## config.mk

```make
export PLATFORM = sky130hd
export DESIGN_NAME = power_sequencer
export DESIGN_NICKNAME = d
export VERILOG_FILES = /design/src/logic/power_sequencer_pkg.sv /design/src/logic/power_sequencer.sv
export VERILOG_INCLUDE_DIRS = /design/src /design/src/logic
export SDC_FILE = /design/constraint.sdc
export NUM_CORES = 1
export LEC_CHECK = 0
export BUFFER_PORTS_ARGS = -buffer_cell sky130_fd_sc_hd__buf_2
export CORE_MARGIN = 4
export CORE_UTILIZATION = 41
export CTS_BUF_LIST = sky130_fd_sc_hd__clkbuf_8
export CTS_CLUSTER_SIZE = 28
export DETAILED_ROUTE_END_ITERATION = 7
export GPL_ROUTABILITY_DRIVEN = 0
export PLACE_DENSITY = 0.6
export SYNTH_ARGS = -nofsm -noshare
export SYNTH_HDL_FRONTEND = slang
export SYNTH_SLANG_ARGS = --single-unit
```

## constraint.sdc

```tcl
create_clock -name SYS_CLK_I -period 2.5 [get_ports SYS_CLK_I]
set_clock_uncertainty 0.05 [all_clocks]
set_input_delay 0.25 -clock SYS_CLK_I [delete_from_list [all_inputs] [get_ports SYS_CLK_I]]
set_output_delay 0.25 -clock SYS_CLK_I [all_outputs]
set_load 0.03 [all_outputs]
```

## src/logic/power_sequencer_consts.svh

```systemverilog
// Offsets, default values and timing counts of the power sequencer
`ifndef POWER_SEQUENCER_CONSTS_SVH
`define POWER_SEQUENCER_CONSTS_SVH

// ==========================================================
// Timing
`define CLK_PERIOD_NS 20
`define STEP_TIME_NS 64000
`define STEP_CYCLES ((`STEP_TIME_NS + `CLK_PERIOD_NS - 1) / `CLK_PERIOD_NS)
`define BIAS_TIME_NS 75000
`define BIAS_CYCLES ((`BIAS_TIME_NS + `CLK_PERIOD_NS - 1) / `CLK_PERIOD_NS)
`define DEBOUNCE_TIME_MS 30
`define DEBOUNCE_CYCLES_DEF ((`DEBOUNCE_TIME_MS * 1000000 + `CLK_PERIOD_NS - 1) / `CLK_PERIOD_NS)

// ==========================================================
// Register offsets
`define ADDR_ENABLE 8'h00
`define ADDR_SLOT 8'h04
`define ADDR_VOLT 8'h08
`define ADDR_LEVEL 8'h0c
`define ADDR_STATUS 8'h10
`define ADDR_IRQ_STAT 8'h14
`define ADDR_IRQ_MASK 8'h18

// ==========================================================
// Defaults, one set per default-set pin level
`define SLOT_DEF_A 32'h07504321
`define SLOT_DEF_B 32'h08060421
`define VOLT_DEF_A 32'h30281810
`define VOLT_DEF_B 32'h34201c14
`define LEVEL_DEF 2'h0

// ==========================================================
// Outputs, steps, events
`define NUM_OUT 8
`define IDX_BUCK2 1
`define IDX_LDO3 4
`define PIN_STEP 4'h6
`define LAST_STEP 4'hf
`define EV_UP_DONE 0
`define EV_DOWN_DONE 1
`define EV_THERMAL 2

`endif

```

## src/logic/power_sequencer_pkg.sv

```systemverilog
// Types of the power sequencer
`default_nettype none
package power_sequencer_pkg;

  typedef enum logic [2:0] {
    S_OFF = 3'b000,
    S_DEB = 3'b001,
    S_BIAS = 3'b010,
    S_UP = 3'b011,
    S_IDLE = 3'b100,
    S_DOWN = 3'b101
  } state_t;

  typedef struct packed {
    logic req;
    logic hold;
    logic ldo3;
    logic b2;
    logic buck1_level_select_pin;
    logic default_set_select_pin;
    logic topo;
    logic ot;
  } pins_t;

endpackage
`default_nettype wire

```

## src/logic/power_sequencer.sv

```systemverilog
// Startup and shutdown sequencer with APB register file
`timescale 1ns/1ps
`default_nettype none
`include "power_sequencer_consts.svh"

module power_sequencer #(
  parameter int DEBOUNCE_CYCLES = `DEBOUNCE_CYCLES_DEF
) (
  input wire logic SYS_CLK_I,
  input wire logic RESET_N_I,
  input wire logic PSEL_I,
  input wire logic PENABLE_I,
  input wire logic PWRITE_I,
  input wire logic [7:0] PADDR_I,
  input wire logic [31:0] PWDATA_I,
  output logic [31:0] PRDATA_O,
  output logic PREADY_O,
  output logic PSLVERR_O,
  input wire logic POWER_REQUEST_I,
  input wire logic SUPPLY_HOLD_I,
  input wire logic THIRD_LDO_ENABLE_I,
  input wire logic SECOND_BUCK_ENABLE_I,
  input wire logic BUCK1_LEVEL_SELECT_I,
  input wire logic DEFAULT_SET_SELECT_I,
  input wire logic TOPOLOGY_SELECT_I,
  input wire logic OVER_TEMP_I,
  output logic [7:0] REG_EN_O,
  output logic RESET_N_O,
  output logic [7:0] BUCK1_VOLT_O,
  output logic [7:0] BUCK2_VOLT_O,
  output logic IRQ_O
);

  // ========================================================
  // Pin synchronisers
  logic [7:0] sync1_reg;
  power_sequencer_pkg::pins_t pin;
  power_sequencer_pkg::pins_t prev_reg;
  logic [1:0] init_reg;

  always_ff @(posedge SYS_CLK_I or negedge RESET_N_I) begin
    if (!RESET_N_I) begin
      sync1_reg <= 8'h00;
      pin <= '0;
      prev_reg <= '0;
      init_reg <= 2'h0;
    end else begin
      sync1_reg <= {POWER_REQUEST_I, SUPPLY_HOLD_I, THIRD_LDO_ENABLE_I, SECOND_BUCK_ENABLE_I,
                    BUCK1_LEVEL_SELECT_I, DEFAULT_SET_SELECT_I, TOPOLOGY_SELECT_I, OVER_TEMP_I};
      pin <= sync1_reg;
      prev_reg <= pin;
      init_reg <= {init_reg[0], 1'b1};
    end
  end

  // ========================================================
  // Slot compare per output
  logic [31:0] slot_reg;
  logic [3:0] step_reg;
  logic [`NUM_OUT-1:0] hit_up;
  logic [`NUM_OUT-1:0] hit_dn;
  logic [`NUM_OUT-1:0] zero_mask;

  genvar gi;
  generate
    for (gi = 0; gi < `NUM_OUT; gi++) begin : g_slot
      assign hit_up[gi] = slot_reg[4*gi+3:4*gi] == step_reg + 4'h1;
      assign hit_dn[gi] = slot_reg[4*gi+3:4*gi] == step_reg;
      assign zero_mask[gi] = slot_reg[4*gi+3:4*gi] == 4'h0;
    end
  endgenerate

  // ========================================================
  // Sequencer
  power_sequencer_pkg::state_t state_reg, state_next;
  logic [23:0] tmr_reg, tmr_next;
  logic [3:0] step_next;
  logic [7:0] en_reg, en_next;
  logic rst_n_reg, rst_n_next;
  logic arm_reg, arm_next;
  logic [1:0] pin_on_reg, pin_on_next;
  logic default_set_select_pin_reg, default_set_select_pin_next;
  logic topo_reg, topo_next;
  logic topo_done_reg, topo_done_next;
  logic load_def;
  logic [2:0] ev;
  logic host_wr;
  logic tick;
  logic [7:0] pin_mask;

  // Step tick only meaningful while stepping
  assign tick = tmr_reg == 24'(`STEP_CYCLES - 1);

  always_comb begin
    state_next = state_reg;
    tmr_next = tmr_reg + 24'h1;
    step_next = step_reg;
    en_next = en_reg;
    rst_n_next = rst_n_reg;
    arm_next = arm_reg;
    pin_on_next = pin_on_reg;
    default_set_select_pin_next = default_set_select_pin_reg;
    topo_next = topo_reg;
    topo_done_next = topo_done_reg;
    load_def = 1'b0;
    ev = 3'h0;
    pin_mask = 8'h00;
    pin_mask[`IDX_LDO3] = pin_on_reg[0];
    pin_mask[`IDX_BUCK2] = pin_on_reg[1];
    if (init_reg == 2'b11 && !topo_done_reg) begin
      topo_next = pin.topo;
      topo_done_next = 1'b1;
    end
    case (state_reg)
      power_sequencer_pkg::S_OFF: begin
        en_next = 8'h00;
        rst_n_next = 1'b0;
        tmr_next = 24'h0;
        if (!pin.req) begin
          arm_next = 1'b1;
        end
        // Edge start in module setup, re-armed by a thermal trip
        if (topo_done_reg && !pin.ot && pin.req && arm_reg) begin
          default_set_select_pin_next = pin.default_set_select_pin;
          arm_next = 1'b0;
          pin_on_next = {pin.b2 & ~topo_reg, pin.ldo3};
          state_next = topo_reg ? power_sequencer_pkg::S_DEB : power_sequencer_pkg::S_BIAS;
        end
      end
      power_sequencer_pkg::S_DEB: begin
        if (!pin.req) begin
          state_next = power_sequencer_pkg::S_OFF;
          arm_next = 1'b1;
        end else if (tmr_reg == 24'(DEBOUNCE_CYCLES - 1)) begin
          load_def = 1'b1;
          tmr_next = 24'h0;
          step_next = 4'h0;
          state_next = power_sequencer_pkg::S_UP;
        end
      end
      power_sequencer_pkg::S_BIAS: begin
        if (tmr_reg == 24'(`BIAS_CYCLES - 1)) begin
          tmr_next = 24'h0;
          step_next = 4'h0;
          state_next = power_sequencer_pkg::S_UP;
        end
      end
      power_sequencer_pkg::S_UP: begin
        if (tick) begin
          tmr_next = 24'h0;
          step_next = step_reg + 4'h1;
          en_next = en_reg | hit_up;
          if (step_reg + 4'h1 == `PIN_STEP) begin
            en_next = en_reg | hit_up | pin_mask;
          end
          if (step_reg + 4'h1 == `LAST_STEP) begin
            state_next = power_sequencer_pkg::S_IDLE;
            rst_n_next = 1'b1;
            ev[`EV_UP_DONE] = 1'b1;
          end
        end
      end
      power_sequencer_pkg::S_IDLE: begin
        if (host_wr) begin
          en_next = PWDATA_I[7:0];
        end
        if (pin.ldo3 != prev_reg.ldo3) begin
          en_next[`IDX_LDO3] = pin.ldo3;
        end
        if (!topo_reg && pin.b2 != prev_reg.b2) begin
          en_next[`IDX_BUCK2] = pin.b2;
        end
        tmr_next = 24'h0;
        if (topo_reg && !pin.req && !pin.hold) begin
          tmr_next = tmr_reg + 24'h1;
        end
        if ((topo_reg && !pin.req && !pin.hold && tmr_reg == 24'(DEBOUNCE_CYCLES - 1)) ||
            (!topo_reg && prev_reg.req && !pin.req)) begin
          state_next = power_sequencer_pkg::S_DOWN;
          rst_n_next = 1'b0;
          en_next = en_reg & ~zero_mask;
          step_next = `LAST_STEP;
          tmr_next = 24'h0;
        end
      end
      power_sequencer_pkg::S_DOWN: begin
        if (tick) begin
          tmr_next = 24'h0;
          en_next = en_reg & ~hit_dn;
          step_next = step_reg - 4'h1;
          if (step_reg == 4'h1) begin
            state_next = power_sequencer_pkg::S_OFF;
            load_def = 1'b1;
            ev[`EV_DOWN_DONE] = 1'b1;
          end
        end
      end
      default: begin
        state_next = power_sequencer_pkg::S_OFF;
      end
    endcase
    if (state_reg != power_sequencer_pkg::S_OFF && pin.ot) begin
      state_next = power_sequencer_pkg::S_OFF;
      en_next = 8'h00;
      rst_n_next = 1'b0;
      arm_next = 1'b1;
      ev[`EV_THERMAL] = 1'b1;
    end
  end

  always_ff @(posedge SYS_CLK_I or negedge RESET_N_I) begin
    if (!RESET_N_I) begin
      state_reg <= power_sequencer_pkg::S_OFF;
      tmr_reg <= 24'h0;
      step_reg <= 4'h0;
      en_reg <= 8'h00;
      rst_n_reg <= 1'b0;
      arm_reg <= 1'b1;
      pin_on_reg <= 2'h0;
      default_set_select_pin_reg <= 1'b0;
      topo_reg <= 1'b0;
      topo_done_reg <= 1'b0;
    end else begin
      state_reg <= state_next;
      tmr_reg <= tmr_next;
      step_reg <= step_next;
      en_reg <= en_next;
      rst_n_reg <= rst_n_next;
      arm_reg <= arm_next;
      pin_on_reg <= pin_on_next;
      default_set_select_pin_reg <= default_set_select_pin_next;
      topo_reg <= topo_next;
      topo_done_reg <= topo_done_next;
    end
  end

  assign REG_EN_O = en_reg;
  assign RESET_N_O = rst_n_reg;

  // ========================================================
  // APB register file
  logic [31:0] slot_next, volt_reg, volt_next, prdata_next, rdata;
  logic [1:0] lvl_reg, lvl_next;
  logic [2:0] stat_reg, stat_next, mask_reg, mask_next;
  logic pready_next, pslverr_next, irq_next, err, wr;
  logic [7:0] b1_next, b2_next;

  // Access completes one cycle into the access phase
  always_comb begin
    wr = PSEL_I & PENABLE_I & PREADY_O & PWRITE_I;
    slot_next = slot_reg;
    volt_next = volt_reg;
    lvl_next = lvl_reg;
    mask_next = mask_reg;
    stat_next = stat_reg | ev;
    rdata = 32'h0;
    err = 1'b0;
    host_wr = 1'b0;
    if (PADDR_I == `ADDR_ENABLE) begin
      rdata = {24'h0, en_reg};
      host_wr = wr && state_reg == power_sequencer_pkg::S_IDLE;
    end else if (PADDR_I == `ADDR_SLOT) begin
      rdata = slot_reg;
      slot_next = wr ? PWDATA_I : slot_reg;
    end else if (PADDR_I == `ADDR_VOLT) begin
      rdata = volt_reg;
      volt_next = wr ? PWDATA_I : volt_reg;
    end else if (PADDR_I == `ADDR_LEVEL) begin
      rdata = {30'h0, lvl_reg};
      lvl_next = wr ? PWDATA_I[1:0] : lvl_reg;
    end else if (PADDR_I == `ADDR_STATUS) begin
      rdata = {23'h0, topo_reg, default_set_select_pin_reg, state_reg, step_reg};
    end else if (PADDR_I == `ADDR_IRQ_STAT) begin
      rdata = {29'h0, stat_reg};
      // New events win over a clear in the same cycle
      stat_next = wr ? ((stat_reg & ~PWDATA_I[2:0]) | ev) : (stat_reg | ev);
    end else if (PADDR_I == `ADDR_IRQ_MASK) begin
      rdata = {29'h0, mask_reg};
      mask_next = wr ? PWDATA_I[2:0] : mask_reg;
    end else begin
      err = 1'b1;
    end
    if (load_def) begin
      slot_next = default_set_select_pin_reg ? `SLOT_DEF_B : `SLOT_DEF_A;
      volt_next = default_set_select_pin_reg ? `VOLT_DEF_B : `VOLT_DEF_A;
      lvl_next = `LEVEL_DEF;
    end
    pready_next = PSEL_I & PENABLE_I & ~PREADY_O;
    prdata_next = pready_next ? rdata : 32'h0;
    pslverr_next = pready_next & err;
    b1_next = (lvl_reg[0] | pin.buck1_level_select_pin) ? volt_reg[15:8] : volt_reg[7:0];
    b2_next = lvl_reg[1] ? volt_reg[31:24] : volt_reg[23:16];
    irq_next = |(stat_reg & mask_reg);
  end

  always_ff @(posedge SYS_CLK_I or negedge RESET_N_I) begin
    if (!RESET_N_I) begin
      slot_reg <= `SLOT_DEF_A;
      volt_reg <= `VOLT_DEF_A;
      lvl_reg <= `LEVEL_DEF;
      stat_reg <= 3'h0;
      mask_reg <= 3'h0;
      PREADY_O <= 1'b0;
      PRDATA_O <= 32'h0;
      PSLVERR_O <= 1'b0;
      BUCK1_VOLT_O <= 8'h00;
      BUCK2_VOLT_O <= 8'h00;
      IRQ_O <= 1'b0;
    end else begin
      slot_reg <= slot_next;
      volt_reg <= volt_next;
      lvl_reg <= lvl_next;
      stat_reg <= stat_next;
      mask_reg <= mask_next;
      PREADY_O <= pready_next;
      PRDATA_O <= prdata_next;
      PSLVERR_O <= pslverr_next;
      BUCK1_VOLT_O <= b1_next;
      BUCK2_VOLT_O <= b2_next;
      IRQ_O <= irq_next;
    end
  end

  // ========================================================
  // Assertions
  logic b1_sel;
  assign b1_sel = lvl_reg[0] | pin.buck1_level_select_pin;
endmodule
`default_nettype wire

```

Yosys cells after proc, flatten, opt, wreduce, memory -nomap -nowiden
Cells that the tools add are included.
{ "totals": {"ff_bits": 190, "output_inout_bits": 60} }
{ "op_classes": {"n_bitwise": 26, "muxes": 95, "addsub": 3, "reduce_logical": 50, "n_eq_ne": 56} }
{ "op_table": {"columns": ["op", "n"], "rows": [
  ["32-bit two-way mux", 12],
  ["24-bit two-way mux", 6],
  ["24-bit one-hot mux with 5 select lines", 1],
  ["4-bit equality test", 16],
  ["8-bit two-way mux", 8],
  ["3-bit two-way mux", 19],
  ["24-bit by 12-bit equality test with 1-bit output, second input constant", 2],
  ["4-bit logical NOT", 8],
  ["8-bit one-hot mux with 4 select lines", 1],
  ["28-bit two-way mux", 1],
  ["27-bit two-way mux", 1],
  ["1-bit two-way mux", 26],
  ["24-bit by 1-bit adder with 24-bit output, second input constant", 1],
  ["24-bit by 21-bit equality test with 1-bit output, second input constant", 1],
  ["8-bit by 5-bit equality test with 1-bit output, second input constant", 3],
  ["4-bit two-way mux", 6],
  ["3-bit inequality test, second input constant", 7],
  ["4-bit one-hot mux with 5 select lines", 1],
  ["4-bit AND reduction", 5],
  ["9-bit two-way mux", 2],
  ["2-bit inequality test, second input constant", 9],
  ["3-bit one-hot mux with 6 select lines", 1],
  ["8-bit bitwise AND", 2],
  ["8-bit by 4-bit equality test with 1-bit output, second input constant", 2],
  ["41 further kinds", 89]
]} }

Longest topological paths before layout
Gate-level depths: netlist (run 1).
{ "depth": {"depth_word": 13, "depth_mapped": 11, "ltp_nobuf": 8} }

Least setup slack after synthesis (run 1)
No wires, ideal clock.
{ "synth_path": {"path_type": "register -> register", "from": "reg step_reg[1]", "to": "reg en_reg[7] (netlist: REG_EN_O[7])", "n_path_buf": 3, "path_slack_ns": -0.057, "arrival_ns": 2.441, "stages_incl_launch_ff": 11, "t_required_ns": 2.384, "synth_period_minus_slack_ns": 2.557, "cell_sequence": "dfrtp_1 -> clkbuf_1 -> buf_1 -> inv_1 -> ha_1 -> clkbuf_1 -> xor2_1 -> nor4_1 -> a22oi_1 -> a211oi_2 -> o32a_1"} }
{ "synth_via": {"elab_chain_len": 8, "word_cells_on_any_way": 13, "classes_between": "1 x add/sub; 3 x eq/ne; 5 x mux; 4 x bitwise"} }
{ "synth_rtl": {"columns": ["item", "line", "rtl"], "rows": [
  ["start: declaration", "power_sequencer.sv:59", "logic [3:0] step_reg;"],
  ["start signal: assignment", "power_sequencer.sv:226", "step_reg <= step_next;"],
  ["4-bit by 1-bit adder with 4-bit output", "power_sequencer.sv:67, power_sequencer.sv:153", null],
  ["4-bit equality test", "power_sequencer.sv:67", "assign hit_up[gi] = slot_reg[4*gi+3:4*gi] == step_reg + 4'h1;"],
  ["8-bit OR", "power_sequencer.sv:152, power_sequencer.sv:154", null],
  ["8-bit by 5-bit OR with 8-bit output", "power_sequencer.sv:154", "en_next = en_reg | hit_up | pin_mask;"],
  ["8-bit two-way mux", "power_sequencer.sv:153", "if (step_reg + 4'h1 == `PIN_STEP) begin"],
  ["8-bit two-way mux", "power_sequencer.sv:149", "if (tick) begin"],
  ["8-bit one-hot mux with 4 select lines *", "power_sequencer.sv:114", "case (state_reg)"],
  ["8-bit two-way mux *", "power_sequencer.sv:202", "if (state_reg != power_sequencer_pkg::S_OFF && pin.ot) begin"],
  ["end signal: assignment", "power_sequencer.sv:227", "en_reg <= en_next;"],
  ["end: declaration", "power_sequencer.sv:78", "logic [7:0] en_reg, en_next;"]
]} }
Mark *: on every way between the ends. The rest lies on a longest branch, timed or not. The select of a mux whose other input is x is not followed.
A chain may end at the register's enable or synchronous reset.

Worst setup path after layout (run 1)
{ "layout_path": {"from": "reg tmr_reg[1]", "to": "reg tmr_reg[3]"} }
{ "layout_via": {"elab_chain_len": 5, "word_cells_on_any_way": 13, "classes_between": "1 x add/sub; 3 x eq/ne; 7 x mux; 2 x reduce/logical"} }
{ "layout_rtl": {"columns": ["item", "line", "rtl"], "rows": [
  ["start: declaration", "power_sequencer.sv:76", "logic [23:0] tmr_reg, tmr_next;"],
  ["start signal: assignment", "power_sequencer.sv:225", "tmr_reg <= tmr_next;"],
  ["branches (longest 4 deep; another with 24-bit by 1-bit adder with 24-bit output)", null, null],
  ["24-bit one-hot mux with 5 select lines *", "power_sequencer.sv:114", null],
  ["via tmr_next[3]", "power_sequencer.sv:76", null]
]} }
Mark *: on every way through the listed nets, which the timed path passes.

==> flow_summary.json, run 1 <==
{
  "drive_above_1_share_pct": 24.24,
  "async_reset_ff_share_pct": 100.0,
  "synth_area_um2": 9804,
  "via_count": 8598,
  "p_per_area_nw_per_um2": 639.0,
  "setup_viol": 20,
  "grt_pass1_vias": 8231,
  "antenna_found_initial": 0,
  "synth-xor-area-share_pct": 7.491,
  "slowest_delay_ns": 0.48,
  "finalMaxSlewViolations": 0,
  "drc_errors": 0,
  "grt_usage_pct": 22.33,
  "internal_power_mw": 5.019,
  "clkPwrFrac_pct": 26.8,
  "criticalPathCategory": "flip-flop to flip-flop",
  "port_buffers": 112,
  "fin_total_pwr_mw": 7.753,
  "netlist.area_leader.share_pct": 43.90,
  "p_sw_mw": 2.734,
  "mappedNetlistNets": 1083,
  "cp_cell_sequence": "inv_1 -> ha_1 -> nand4b_1 -> or4b_1 -> o31a_1 -> a221o_2 -> nor3_4 -> buf_6 -> clkbuf_16 -> nor2_1",
  "violations": "setup timing",
  "syn_inst": 1022,
  "post_dp_cell_area_um2": 11220,
  "clock-sinks": 190,
  "yosys.area_share.simple_pct": 19.45,
  "slowest_stage": "or4b_1",
  "grt_pass1_wl_um": 46740,
  "chipHeight_um": 162.6,
  "cts_tree": "built",
  "rsz0062_at_grt": "yes",
  "start_util_pct": 41.77,
  "synth_top_area_cell": "dfrtp_1",
  "synth_area_per_cell_um2": 9.593,
  "crit_arrival_ns": 2.89,
  "cts_inserted_buffers": 17,
  "root_buffer": "clkbuf_8",
  "setup_ws_ns": -0.06902,
  "synth-edff-count": 0,
  "antenna_cells": 0,
  "critPathRequiredTime_ns": 2.82,
  "hold_path.class": "input pin to flip-flop",
  "final_area_um2": 12130,
  "wl_um": 29620,
  "ir_worst_vdd_mv": 0.3596,
  "synth.area.top_cells": "dfrtp_1 (44%), dfstp_2 (4.8%), a21oi_1 (4.4%)",
  "synth_top_family_by_area": "simple AND/OR/NAND/NOR gates",
  "critPathLaunchType": "flip-flop",
  "drtIter0Drc": 819,
  "ant_nets": 0,
  "synthMuxAreaShare_pct": 4.913,
  "endpoint_kind": "flip-flop",
  "slew_headroom_pct": 53.64,
  "viasPerCell": 5.598,
  "p_leak_nw": 5.463,
  "insertion_delay_ns": 0.49,
  "clk_pin_slew_ns": 0.12,
  "outcome": "complete, but fails checks",
  "ys_types": 76,
  "min_period_ns": 2.569,
  "netSwitchingFraction_pct": 35.26,
  "synth.yosys.seq_area_share_pct": 48.72,
  "finalCritPeriodShare_pct": 102.8,
  "rows": 56,
  "maxCapViolCount": 0,
  "htree_num_levels": 4,
  "yosys_warnings": 0,
  "combPwrFrac_pct": 29.8,
  "synth.most_common_cell": "dfrtp_1",
  "crit_fanout": 6,
  "grt-ovfl-total": 0,
  "die_width_um": 162.6,
  "firstDrtPassIters": 5,
  "wl_per_cell_um": 19.28,
  "holdWs_ns": 0.01600,
  "die_area_um2": 26450,
  "seqPwrFrac_pct": 43.4,
  "ys_seq_elements": 190,
  "synth-compound-area-share_pct": 14.96,
  "synth_common_cells": "dfrtp_1 (172), nand2_1 (93), nor2_1 (87)",
  "grt_max_degree": 71,
  "max_freq_mhz": 389.3,
  "num_io_pins": 113,
  "synthAdderAreaFrac_pct": 1.123,
  "worstMarginPinSlew_ns": 0.6928,
  "clockBufferDepth": 2,
  "synth_flop_cell": "dfrtp_1",
  "hold_viol_final": 0,
  "core-area_um2": 23470,
  "area_delta_synth_final_pct": 23.75,
  "dp_hpwl_um": 20770,
  "fin_nets": 1265
}
==> worst max-delay path, delay by kind of cell, from the launching register on <==
kind                     cells  cell delay (ns)
flip-flops                   1             0.39
adder cells (fa/ha/maj)      1             0.13
AO/OA/AOI/OAI                2             0.70
buffers and inverters        3             0.35
AND/OR/NAND/NOR              4             0.84
==> per-layer routing <==
layer  up-vias  share of wire [%]  global-route usage, %
met3        36                6.4                  3.999
met2       311                 45                  33.44
met5         -                  0                      0
met1      4234                 47                  33.89
met4         0                1.3                  5.147
li1       4017                  -                      -
==> worst paths after layout <==
path / startpoint / endpoint / slack (ns) / cells past startpoint
worst max-delay path: tmr_reg[1] / tmr_reg[3] / -0.07 / 10
worst min-delay path: PWDATA_I[0] / volt_reg[0] / 0.02 / 3
worst max register to register: tmr_reg[1] / tmr_reg[3] / -0.07 / 10
worst min register to register: sync1_reg[6] / pin[6] / 0.30 / 0
max in group asynchronous: RESET_N_I / slot_reg[26] / 1.40 / 3
min in group asynchronous: RESET_N_I / state_reg[0] / 0.21 / 2
==> cells by family after synthesis <==
kind of cell / count (synthesis)
simple gates: 385
buf+inv: 85
fa+ha+maj: 9
xor+xnor: 83
compound gates: 224
mux: 45
flops: 190
other cells: 1
==> layout by cell type, fill, tap and decap left out, types with 20 or more instances in the layout <==
cell           count
a21oi_1           85
a22oi_1           35
buf_2            111
buf_4             67
dfrtp_1          171
dlygate4sd3_1     33
inv_1             22
mux2_2            23
mux2i_1           20
nand2_1           93
nand3_1           77
nor2_1            86
nor3_1            22
o21ai_0           20
xnor2_1           37
xor2_1            45
==> through the flow <==
stage	worst slack [ns]	TNS, ns	std cells	util (%)
finish	-0.06902	-0.9216	1536	51.69
CTS	-0.08542	-0.2073	1531	51.03
global placement	-0.06826	-0.1488	1465	47.80
detailed placement	-0.1839	-0.3380	1465	47.80
floorplan	0.005935	0	1022	-
global route	-0.1907	-4.513	1536	51.69
==> cell type report <==
class                      instances  area [µm²]
clock buffer                      17       234.0
tap                              319       399.1
clock inverter                    15       166.4
timing repair buffer             226        1667
sequential                       190        4778
multi-input combinational        747        4806
inverter                          22       82.58
fill                            2174       11340
==> power by group through the flow <==
stage	clock, mW	combinational [mW]	sequential, mW
3_5_place_dp	0	1.90	3.42
5_1_grt	2.25	2.49	3.38
2_1_floorplan	0	1.16	3.35
4_1_cts	2.14	2.00	3.36
3_3_place_gp	0	1.87	3.42
6_report	2.08	2.31	3.37
==> repair_timing <==
| item | 4_1_cts | 5_1_grt |
|---|---|---|
| resized for setup | 6 | 16 |
| endpoints found under the setup margin | 28 | 46 |
| hold buffers | 33 | 0 |
| pin swaps | 1 | 4 |
| hold endpoints to repair | 99 | 0 |
| gates cloned | 0 | 3 |
| setup buffers | 1 | 2 |
Note: power is estimated with default switching activity, not from simulation.
==> inputs of run 2 (changes only) <==
--- a/config.mk
+++ b/config.mk
@@ -9,11 +9,12 @@
 export BUFFER_PORTS_ARGS = -buffer_cell sky130_fd_sc_hd__buf_2
 export CORE_MARGIN = 4
 export CORE_UTILIZATION = 41
-export CTS_BUF_LIST = sky130_fd_sc_hd__clkbuf_8
+export CTS_BUF_LIST = sky130_fd_sc_hd__clkbuf_4 sky130_fd_sc_hd__clkbuf_8
 export CTS_CLUSTER_SIZE = 28
 export DETAILED_ROUTE_END_ITERATION = 7
 export GPL_ROUTABILITY_DRIVEN = 0
 export PLACE_DENSITY = 0.6
+export SLEW_MARGIN = 40
 export SYNTH_ARGS = -nofsm -noshare
 export SYNTH_HDL_FRONTEND = slang
 export SYNTH_SLANG_ARGS = --single-unit
==> flow_summary.json, run 2 (synthesized netlist as in run 1, its figures left out) <==
{
  "fin_util_pct": 51.71,
  "insertion_delay_ns": 0.49,
  "cts_inserted_buffers": 17,
  "nFillCells": 2173,
  "drtIter0Drc": 824,
  "cts_tree": "built",
  "ir_worst_vdd_mv": 0.3555,
  "grt_pass1_vias": 8231,
  "crit_arrival_ns": 2.89,
  "htree_num_levels": 4,
  "worstMarginPinSlew_ns": 0.6928,
  "post-place-ws_ns": -0.1839,
  "antenna_found_initial": 0,
  "drive_above_1_share_pct": 24.32,
  "maxCapViolCount": 0,
  "crit_buf_inv": 3,
  "num_io_pins": 113,
  "hold_depth": 3,
  "layout.cells.non_filler": 1536,
  "setup_viol": 20,
  "fin_total_pwr_mw": 7.763,
  "clockBufferDepth": 2,
  "setup_tns_ns": -0.9333,
  "holdPathEnd": "slot_reg[26]",
  "dp.cells": 1465,
  "slowest_stage": "or4b_1",
  "die_area_um2": 26450,
  "grt_max_degree": 71,
  "post_dp_cell_area_um2": 11220,
  "hold_path.class": "input pin to flip-flop",
  "antenna_cells": 0,
  "rsz0062_at_grt": "yes",
  "violations": "setup timing",
  "area_delta_synth_final_pct": 23.79,
  "hold_viol_final": 0,
  "crit_fanout": 6,
  "outcome": "complete, but fails checks",
  "slew_headroom_pct": 53.64,
  "grt_pass1_wl_um": 46740,
  "fin_nets": 1265,
  "start_util_pct": 41.77,
  "finalCritPeriodShare_pct": 102.8,
  "finalMaxSlewViolations": 0,
  "critPathTopFamily": "simple AND/OR/NAND/NOR gates",
  "rr_worst_depth": 10,
  "die_width_um": 162.6,
  "r2r_slack_ns": -0.07,
  "final_common_cell": "dfrtp_1",
  "endpoint_kind": "flip-flop",
  "drc_errors": 0,
  "critPathRequiredTime_ns": 2.82,
  "grt_usage_pct": 22.33,
  "wl_per_cell_um": 19.28,
  "wl_um": 29620,
  "rows": 56,
  "final_area_um2": 12140,
  "clock-sinks": 190,
  "hold_path.startpoint": "PWDATA_I[26]",
  "via_count": 8619,
  "holdWs_ns": 0.02072,
  "firstDrtPassIters": 5,
  "port_buffers": 112,
  "chipHeight_um": 162.6,
  "core-area_um2": 23470,
  "criticalPathCategory": "flip-flop to flip-flop",
  "ant_nets": 0,
  "root_buffer": "clkbuf_8",
  "slowest_delay_ns": 0.48,
  "clk_pin_slew_ns": 0.10,
  "p_leak_nw": 5.462,
  "setup_ws_ns": -0.06985,
  "timing.rr.end": "tmr_reg[3]",
  "dp_hpwl_um": 20770,
  "viasPerCell": 5.611,
  "r2r_start": "tmr_reg[1]",
  "grt-ovfl-total": 0,
  "cp_cell_sequence": "inv_1 -> ha_1 -> nand4b_1 -> or4b_1 -> o31a_1 -> a221o_2 -> nor3_4 -> buf_6 -> clkbuf_16 -> nor2_1",
  "min_period_ns": 2.570,
  "p_per_area_nw_per_um2": 639.7,
  "critPathLaunchType": "flip-flop",
  "max_freq_mhz": 389.1,
  "mostFrequentLayoutCells": "dfrtp_1 (171), buf_2 (111), nand2_1 (93)"
}
run 2: changes by cell type in the layout (fill, tap and decap cells not counted), sizes merged:
cell / delta
inv: -1
clkbuf: +1
run 2: worst min-delay path, stage by stage:
cell	delay [ns]
buf_2	0.11
mux2i_1	0.12
a21oi_1	0.08
run 2: worst max path at each step:
| stage | from | endpoint | slack [ns] | depth (start not counted) |
|---|---|---|---|---|
| after global placement | tmr_reg[0] | REG_EN_O[4] | -0.07 | 8 |
| after global routing | tmr_reg[1] | tmr_reg[9] | -0.19 | 10 |
| after floorplan | step_reg[0] | REG_EN_O[7] | 0.006 | 9 |
| after CTS | tmr_reg[0] | REG_EN_O[4] | -0.09 | 8 |
| final | tmr_reg[1] | tmr_reg[3] | -0.07 | 10 |
| after detailed placement | tmr_reg[0] | REG_EN_O[4] | -0.18 | 8 |
run 2: per-layer routing:
layer | part of all wire (%) | GRT usage, % | up-vias | routed length, µm
met5 | 0 | 0 | - | 0
met4 | 1.2 | 5.147 | 0 | 368
met3 | 6.6 | 3.999 | 36 | 1948
met2 | 45 | 33.44 | 322 | 13310
met1 | 47 | 33.89 | 4242 | 14000
li1 | - | - | 4019 | -
run 2: where the power goes:
group / internal, mW / switching (mW) / leakage [nW]
sequential: 3.19 / 0.172 / 2.44
combinational: 1.06 / 1.25 / 2.82
clock: 0.779 / 1.31 / 0.205
total: 5.03 / 2.73 / 5.46
run 2: timing repair:
action,CTS,global route
gates cloned,0,3
buffers inserted,1,2
hold buffers,33,0
hold endpoints to repair,99,0
resized for setup,6,16
pin swaps,1,4
setup endpoints to repair,28,46
run 2: cell type report:
class,instances,area [µm²],area share [%]
Clock buffer,18,241.5,1.990
Clock inverter,14,162.7,1.340
Inverter,22,82.58,0.6804
Multi-Input combinational cell,747,4806,39.60
Sequential cell,190,4778,39.37
Tap cell,319,399.1,3.289
Timing Repair Buffer,226,1667,13.73
